File: config.mk
export PLATFORM = sky130hd
export DESIGN_NAME = sptr_regs
export DESIGN_NICKNAME = d
export VERILOG_FILES = /design/src/rtl/sptr_pkg.sv /design/src/rtl/sptr_regs.sv
export SDC_FILE = /design/constraint.sdc
export NUM_CORES = 1
export LEC_CHECK = 0
export BUFFER_PORTS_ARGS = -buffer_cell sky130_fd_sc_hd__buf_2
export CORE_MARGIN = 3
export CORE_UTILIZATION = 53
export DETAILED_ROUTE_END_ITERATION = 10
export PLACE_DENSITY_LB_ADDON = 0.2
export SKIP_LAST_GASP = 1
export SLEW_MARGIN = 20
export SYNTH_ARGS = -nofsm -noshare
export SYNTH_HDL_FRONTEND = slang
export SYNTH_SLANG_ARGS = --single-unit
File: constraint.sdc
create_clock -name i_mclk -period 2.5 [get_ports i_mclk]
set_input_delay 0.375 -clock i_mclk [delete_from_list [all_inputs] [get_ports i_mclk]]
set_output_delay 0.375 -clock i_mclk [all_outputs]
set_load 0.05 [all_outputs]
File: src/rtl/sptr_pkg.sv
// Package: register map, field layout, reset values and access masks
`default_nettype none
package sptr_pkg;

	// Register byte offsets within the port's configuration space
	localparam logic [7:0] OFF_PHY_TUNING_WORD_FOUR = 8'h84;
	localparam logic [7:0] OFF_LINK_CONTROL_WORD_FIVE = 8'h88;
	localparam logic [7:0] OFF_TRANSACTION_LAYER_CONTROL = 8'h8c;
	localparam logic [7:0] OFF_PHY_LANE_AND_DELTA_PARAMS = 8'h90;

	// Field positions in link_control_word_five
	localparam int LCW_CFG_KEEP_BIT = 11;
	localparam int LCW_RATE_CHANGE_BIT = 30;
	localparam int LCW_GEN1_ONLY_BIT = 31;

	// Field positions in transaction_layer_control
	localparam int TLC_FRAME_START_FORM_BIT = 0;
	localparam int TLC_PM_DATA_SEL_BIT = 1;
	localparam int TLC_ARB_ABORT_BIT = 2;
	localparam int TLC_BOUNDARY_4K_BIT = 3;
	localparam int TLC_QUEUE_ERR_FIX_BIT = 4;
	localparam int TLC_MW_OVERPASS_DIS_BIT = 5;
	localparam int TLC_ORDERING_DIS_BIT = 6;
	localparam int TLC_GRANT_FAIL_IDLE_BIT = 7;
	localparam int TLC_RATE_ATTEMPT_LSB = 8;
	localparam int TLC_PORT_DISABLE_BIT = 10;
	localparam int TLC_RESET_SELECT_BIT = 11;
	localparam int TLC_ARB_CHAN_FLAG_BIT = 12;
	localparam int TLC_RETRAIN_CTRL_LSB = 16;
	localparam int TLC_REV_TS_LSB = 24;
	localparam int TLC_MAC_CTRL_LSB = 26;
	localparam int TLC_GEN2_PHY_MODE_BIT = 31;

	// Field positions in phy_lane_and_delta_params
	localparam int PLD_LANE_MODE_LSB = 0;
	localparam int PLD_DELTA_LSB = 15;

	// Reset values
	localparam logic [31:0] RST_PHY_TUNING_WORD_FOUR = 32'h0000_0000;
	localparam logic [31:0] RST_LCW_UPSTREAM = 32'h7308_3333;
	localparam logic [31:0] RST_LCW_DOWNSTREAM = 32'h3308_3333;
	localparam logic [31:0] RST_TRANSACTION_LAYER_CONTROL = 32'h0079_1894;
	localparam logic [31:0] RST_PHY_LANE_AND_DELTA = 32'h0000_8000;

	// Software-writable bits (configuration write)
	localparam logic [31:0] CFG_WR_LCW = 32'hc000_0000;
	localparam logic [31:0] CFG_WR_TLC_UP = 32'h0000_0060;

	// Sideband-overridable bits, any port / upstream port only
	localparam logic [31:0] SB_ANY_PTW = 32'h0000_0000;
	localparam logic [31:0] SB_UP_PTW = 32'hffff_ffff;
	localparam logic [31:0] SB_ANY_LCW = 32'hc000_0000;
	localparam logic [31:0] SB_UP_LCW = 32'h3fff_ffff;
	localparam logic [31:0] SB_ANY_TLC = 32'h83ff_0f00;
	localparam logic [31:0] SB_UP_TLC = 32'h3c00_10af;
	localparam logic [31:0] SB_EE_UP_TLC = 32'h0000_0040;
	localparam logic [31:0] SB_ANY_PLD = 32'h0000_007f;
	localparam logic [31:0] SB_UP_PLD = 32'hffff_8000;

	// Source of a sideband default override
	typedef enum logic [1:0] {
		SPTR_SRC_SMBUS = 2'h0,
		SPTR_SRC_I2C = 2'h1,
		SPTR_SRC_EEPROM = 2'h2
	} sptr_src_t;

	// One register access request
	typedef struct packed {
		logic wr;
		logic [7:0] addr;
		logic [3:0] be;
		logic [31:0] wdata;
	} sptr_req_t;

	// Tuning fields the port logic consumes
	typedef struct packed {
		logic cfg_keep_on_link_down;
		logic rate_change_ctrl;
		logic gen1_only;
		logic mw_overpass_dis;
		logic ordering_dis;
		logic [1:0] rate_change_attempts;
		logic port_disable;
		logic reset_select;
		logic retrain_on_phy_err_dis;
	} sptr_ctrl_t;

endpackage : sptr_pkg
`default_nettype wire

File: src/rtl/sptr_regs.sv
// Vendor tuning register bank of one switch port
`default_nettype none
module sptr_regs #(
	parameter bit UPSTREAM = 1'b1
) (
	input wire logic i_mclk,
	input wire logic i_resetn,
	input wire logic i_cfg_req,
	input wire sptr_pkg::sptr_req_t i_cfg,
	output logic o_cfg_ack,
	output logic [31:0] o_cfg_rdata,
	input wire logic i_side_req,
	input wire sptr_pkg::sptr_src_t i_side_src,
	input wire sptr_pkg::sptr_req_t i_side,
	output logic o_side_ack,
	output logic [31:0] o_side_rdata,
	input wire logic i_up_link_up,
	output logic o_cfg_data_reset,
	output sptr_pkg::sptr_ctrl_t o_ctrl,
	output logic [31:0] o_phy_tuning_word,
	output logic [29:0] o_link_control,
	output logic [31:0] o_tl_control,
	output logic [6:0] o_lane_mode,
	output logic [16:0] o_phy_delta
);

	// Whole state of the bank
	typedef struct packed {
		logic [31:0] ptw;
		logic [31:0] lcw;
		logic [31:0] tlc;
		logic [31:0] pld;
		logic link_up;
		logic cfg_ack;
		logic [31:0] cfg_rdata;
		logic side_ack;
		logic [31:0] side_rdata;
		logic cfg_reset;
	} sptr_state_t;

	localparam logic [31:0] RST_LCW = UPSTREAM ?
		sptr_pkg::RST_LCW_UPSTREAM : sptr_pkg::RST_LCW_DOWNSTREAM;

	sptr_state_t state_q;
	sptr_state_t state_d;
	logic cfg_take;
	logic side_take;

	// Expand byte enables into a bit mask
	function automatic logic [31:0] sptr_be_mask(input logic [3:0] be);
		logic [31:0] m;
		m = 32'h0000_0000;
		for (int i = 0; i < 4; i++) begin
			m[i*8 +: 8] = {8{be[i]}};
		end
		return m;
	endfunction : sptr_be_mask

	// Read mux; unmapped offsets read zero
	function automatic logic [31:0] sptr_read(input sptr_state_t s,
			input logic [7:0] addr);
		unique case (addr)
			sptr_pkg::OFF_PHY_TUNING_WORD_FOUR: return s.ptw;
			sptr_pkg::OFF_LINK_CONTROL_WORD_FIVE: return s.lcw;
			sptr_pkg::OFF_TRANSACTION_LAYER_CONTROL: return s.tlc;
			sptr_pkg::OFF_PHY_LANE_AND_DELTA_PARAMS: return s.pld;
			default: return 32'h0000_0000;
		endcase
	endfunction : sptr_read

	// Bits a software configuration write may change at this offset
	function automatic logic [31:0] sptr_cfg_mask(input logic [7:0] addr);
		unique case (addr)
			sptr_pkg::OFF_LINK_CONTROL_WORD_FIVE:
				return sptr_pkg::CFG_WR_LCW;
			sptr_pkg::OFF_TRANSACTION_LAYER_CONTROL:
				return UPSTREAM ? sptr_pkg::CFG_WR_TLC_UP
					: 32'h0000_0000;
			default: return 32'h0000_0000;
		endcase
	endfunction : sptr_cfg_mask

	// Bits a sideband or EEPROM default override may change
	function automatic logic [31:0] sptr_side_mask(input logic [7:0] addr,
			input sptr_pkg::sptr_src_t src);
		logic [31:0] up;
		up = UPSTREAM ? 32'hffff_ffff : 32'h0000_0000;
		unique case (addr)
			sptr_pkg::OFF_PHY_TUNING_WORD_FOUR:
				return sptr_pkg::SB_ANY_PTW
					| (sptr_pkg::SB_UP_PTW & up);
			sptr_pkg::OFF_LINK_CONTROL_WORD_FIVE:
				return sptr_pkg::SB_ANY_LCW
					| (sptr_pkg::SB_UP_LCW & up);
			sptr_pkg::OFF_TRANSACTION_LAYER_CONTROL:
				return sptr_pkg::SB_ANY_TLC
					| (sptr_pkg::SB_UP_TLC & up)
					| ((src == sptr_pkg::SPTR_SRC_EEPROM)
					? (sptr_pkg::SB_EE_UP_TLC & up)
					: 32'h0000_0000);
			sptr_pkg::OFF_PHY_LANE_AND_DELTA_PARAMS:
				return sptr_pkg::SB_ANY_PLD
					| (sptr_pkg::SB_UP_PLD & up);
			default: return 32'h0000_0000;
		endcase
	endfunction : sptr_side_mask

	// Merge write data under a mask into one register
	function automatic logic [31:0] sptr_merge(input logic [31:0] old,
			input logic [31:0] data, input logic [31:0] m);
		return (old & ~m) | (data & m);
	endfunction : sptr_merge

	// Apply one write to the register at its offset
	function automatic sptr_state_t sptr_write(input sptr_state_t s,
			input logic [7:0] addr, input logic [31:0] data,
			input logic [31:0] m);
		sptr_state_t n;
		n = s;
		unique case (addr)
			sptr_pkg::OFF_PHY_TUNING_WORD_FOUR:
				n.ptw = sptr_merge(s.ptw, data, m);
			sptr_pkg::OFF_LINK_CONTROL_WORD_FIVE:
				n.lcw = sptr_merge(s.lcw, data, m);
			sptr_pkg::OFF_TRANSACTION_LAYER_CONTROL:
				n.tlc = sptr_merge(s.tlc, data, m);
			sptr_pkg::OFF_PHY_LANE_AND_DELTA_PARAMS:
				n.pld = sptr_merge(s.pld, data, m);
			default: n = s;
		endcase
		return n;
	endfunction : sptr_write

	// Sideband wins a tie; the configuration request just waits a cycle.
	// The ack flop blocks a second take of a request still held high.
	assign side_take = i_side_req && !state_q.side_ack;
	assign cfg_take = i_cfg_req && !state_q.cfg_ack && !side_take;

	// Next-state logic
	always_comb begin
		state_d = state_q;
		state_d.cfg_ack = 1'b0;
		state_d.side_ack = 1'b0;
		state_d.cfg_reset = 1'b0;
		state_d.link_up = i_up_link_up;
		// Default override path for SMBus, I2C and EEPROM autoload
		if (side_take) begin
			state_d.side_ack = 1'b1;
			state_d.side_rdata = sptr_read(state_q, i_side.addr);
			if (i_side.wr) begin
				state_d = sptr_write(state_d, i_side.addr, i_side.wdata,
					sptr_side_mask(i_side.addr, i_side_src)
					& sptr_be_mask(i_side.be));
			end
		end
		// Software access through configuration space
		if (cfg_take) begin
			state_d.cfg_ack = 1'b1;
			state_d.cfg_rdata = sptr_read(state_q, i_cfg.addr);
			if (i_cfg.wr) begin
				state_d = sptr_write(state_d, i_cfg.addr, i_cfg.wdata,
					sptr_cfg_mask(i_cfg.addr)
					& sptr_be_mask(i_cfg.be));
			end
		end
		// Upstream port only: link drop clears config data unless told to keep it
		if (UPSTREAM && state_q.link_up && !i_up_link_up
				&& !state_q.lcw[sptr_pkg::LCW_CFG_KEEP_BIT]) begin
			state_d.cfg_reset = 1'b1;
		end
	end

	// State register; all reset values are constants
	always_ff @(posedge i_mclk or negedge i_resetn) begin
		if (!i_resetn) begin
			state_q.ptw <= sptr_pkg::RST_PHY_TUNING_WORD_FOUR;
			state_q.lcw <= RST_LCW;
			state_q.tlc <= sptr_pkg::RST_TRANSACTION_LAYER_CONTROL;
			state_q.pld <= sptr_pkg::RST_PHY_LANE_AND_DELTA;
			state_q.link_up <= 1'b0;
			state_q.cfg_ack <= 1'b0;
			state_q.cfg_rdata <= 32'h0000_0000;
			state_q.side_ack <= 1'b0;
			state_q.side_rdata <= 32'h0000_0000;
			state_q.cfg_reset <= 1'b0;
		end else begin
			state_q <= state_d;
		end
	end

	// Bus answers
	assign o_cfg_ack = state_q.cfg_ack;
	assign o_cfg_rdata = state_q.cfg_rdata;
	assign o_side_ack = state_q.side_ack;
	assign o_side_rdata = state_q.side_rdata;
	assign o_cfg_data_reset = state_q.cfg_reset;

	// Raw register fields to the PHY and MAC
	assign o_phy_tuning_word = state_q.ptw;
	assign o_link_control = state_q.lcw[29:0];
	assign o_tl_control = state_q.tlc;
	assign o_lane_mode = state_q.pld[sptr_pkg::PLD_LANE_MODE_LSB +: 7];
	assign o_phy_delta = state_q.pld[sptr_pkg::PLD_DELTA_LSB +: 17];

	// Decoded controls, each a plain flop bit except the two-bit rate_change_attempts
	assign o_ctrl.cfg_keep_on_link_down =
		state_q.lcw[sptr_pkg::LCW_CFG_KEEP_BIT];
	assign o_ctrl.rate_change_ctrl =
		state_q.lcw[sptr_pkg::LCW_RATE_CHANGE_BIT];
	assign o_ctrl.gen1_only = state_q.lcw[sptr_pkg::LCW_GEN1_ONLY_BIT];
	assign o_ctrl.mw_overpass_dis =
		state_q.tlc[sptr_pkg::TLC_MW_OVERPASS_DIS_BIT];
	assign o_ctrl.ordering_dis =
		state_q.tlc[sptr_pkg::TLC_ORDERING_DIS_BIT];
	assign o_ctrl.rate_change_attempts =
		state_q.tlc[sptr_pkg::TLC_RATE_ATTEMPT_LSB +: 2];
	assign o_ctrl.port_disable =
		state_q.tlc[sptr_pkg::TLC_PORT_DISABLE_BIT];
	assign o_ctrl.reset_select =
		state_q.tlc[sptr_pkg::TLC_RESET_SELECT_BIT];
	assign o_ctrl.retrain_on_phy_err_dis =
		state_q.tlc[sptr_pkg::TLC_RETRAIN_CTRL_LSB];

endmodule : sptr_regs
`default_nettype wire

==> impl_metrics.tcl <==
set metrics [dict create \
    grt_overflow 0 \
    cts.path.max_buffers 2 \
    timing.final.ws_setup_ns 0.294 \
    die_w_um 147 \
    ys_ff_latch 196 \
    first_global_vias 7498 \
    synth-edff-count 0 \
    root_buffer "clkbuf_16" \
    numPlacedInstances 1215 \
    first_pass_iters 5 \
    instances_no_fill 1249 \
    die_area_um2 21500 \
    grt_max_degree 74 \
    vias 7473 \
    fin_util 0.599 \
    htreeDepth 4 \
    setup_viol 0 \
    hold_ws_ns 0.0647 \
    outcome "finished clean" \
    timing_hold_violations_final 0 \
    syn_nets 1009 \
    cp.arrival_ns 2.51 \
    cp_top_family "simple AND/OR/NAND/NOR gates" \
    synth_area_leaders "dfrtp_1 (41%), buf_4 (14%), mux2_2 (11%)" \
    yosys.area.top_type "dfrtp_1" \
    period_minus_slack_ns 2.21 \
    slowest_stage "nor4bb_1" \
    min_path_type "in2reg" \
    start_util 0.550 \
    io_buffers 261 \
    syn_inst 912 \
    drc 0 \
    wl_um 29600 \
    r2r_setup_slack_ns 0.29 \
    clk_pin_slew_ns 0.07 \
    yosysWarnings 0 \
    power_mw 6.49 \
    cts_setup_buffers 0 \
    avgViaCountPerCell 5.98 \
    route.detailed.wl_per_inst_um 23.7 \
    dpl.hpwl_um 20000 \
    fin_crit_sh 0.882 \
    cts-buffers-inserted 17 \
    grt_first_pass_wirelength_um 44500 \
    slew_headroom 0.333 \
    cts.sinks 196 \
    synth_common_cells "buf_4 (192), dfrtp_1 (171), mux2_2 (105)" \
    drtIter0Drc 549 \
    place_area_um2 10800 \
    synthDistinctLibCells 45 \
    ir_worst_vdd_v 0.000450 \
    drive_gt1_frac 0.484 \
    clk_latency_ns 0.42 \
    power_density_nw_per_um2 567 \
    path_max_fanout 7 \
    synthArstFlopShare 1.00 \
    fmax_mhz 453 \
    place_ws_ns 0.131 \
    cp-end-kind "register" \
    drv_slew 0 \
    path_class "reg2reg" \
    cts_tree "yes" \
    nFillCells 1609 \
    dieHeight_um 147 \
    antenna_found_initial 6 \
    syn-mean-instance-area_um2 11.5 \
    critPathBufInv 0 \
    rows 50 \
    critPathRequiredTime_ns 2.81 \
    synth_most_common_cell "buf_4" \
    synth_ff_type "dfrtp_1" \
    critPathMaxStageDelay_ns 0.56 \
    p_leak_nw 5.96 \
    crit_path_start_kind "register" \
    synth_seq_area_share 0.471 \
    grt.total_usage 0.269 \
    nets 1072 \
    syn_to_final_growth_pct 9.09 \
    io_pins 292 \
    rsz0062_at_grt "no" \
    maxCapViolations 0 \
    ant_nets 0 \
    crit_path_cell_trace "nor4bb_1 > and4_1 > nand2_1 > mux2_2" \
    coreArea_um2 19100 \
    finClkSkew_ns 0.00795 \
    final_area_um2 11400 \
    tns_ns 0 \
    synth.cell_area_um2 10500 \
    synth_top_area_share 0.408 \
    gp_congestion 0.834 \
    worstMarginPinSlew_ns 0.999 \
]
## path summary, 6_finish.rpt
| check | from | end | cells after the start |
|---|---|---|---|
| max reg2reg | o_side_ack | register | 4 |
| min reg2reg | register | register | 0 |
| max | o_side_ack | register | 4 |
| min | i_up_link_up | state_q[67] | 1 |
| max in group asynchronous | i_resetn | async pin | 3 |
| min in group asynchronous | i_resetn | o_cfg_rdata[3] | 2 |
## cells in the final DEF, fill, tap and decap left out, types with 3 or more instances in the layout
| master | count |
|---|---|
| nor4_1 | 4 |
| mux2i_1 | 65 |
| nor2b_4 | 4 |
| inv_6 | 5 |
| dfstp_2 | 25 |
| nor2b_1 | 4 |
| buf_2 | 260 |
| buf_12 | 5 |
| nor2_1 | 5 |
| or3_1 | 3 |
| a22oi_1 | 63 |
| clkbuf_8 | 3 |
| nand2b_1 | 3 |
| dfrtp_1 | 171 |
| clkbuf_16 | 17 |
| a22o_1 | 64 |
| clkinv_4 | 3 |
| o22ai_1 | 63 |
| nand4_1 | 6 |
| mux2_2 | 105 |
| buf_4 | 36 |
| nand2_1 | 28 |
## cell families after synthesis
family / after synthesis / share of synthesized area
buffers and inverters: 261 / 0.163
AO/OA/AOI/OAI: 199 / 0.142
flip-flops: 196 / 0.471
multiplexers: 173 / 0.178
AND/OR/NAND/NOR: 81 / 0.0444
XOR/XNOR: 2 / 0.00167
## what timing repair did
action,in CTS,in global routing
hold endpoints to repair,58,0
hold buffers,1,0
gates resized for setup,0,0
## area by class of cell
class,instances,area (um2),area share
Antenna cell,1,2.50,0.000219
Sequential cell,196,4940,0.432
Clock inverter,12,121,0.0106
Timing Repair Buffer,303,1700,0.148
Inverter,2,7.51,0.000656
Clock buffer,20,457,0.0399
Multi-Input combinational cell,455,3890,0.340
Tap cell,260,325,0.0284
## report_power, final
part | internal [mW] | switching (mW) | leakage, nW
sequential | 3.20 | 0.0263 | 2.64
clock | 1.45 | 1.24 | 0.288
combinational | 0.164 | 0.399 | 3.03
## layer usage
layer	vias to the layer above	wire [um]	global-route usage
met5	-	47	0
met4	10	609	0.0917
met3	55	2480	0.0605
met2	363	14400	0.439
met1	3745	12100	0.357
li1	3300	-	-
Note: power is estimated with default switching activity, not from simulation.
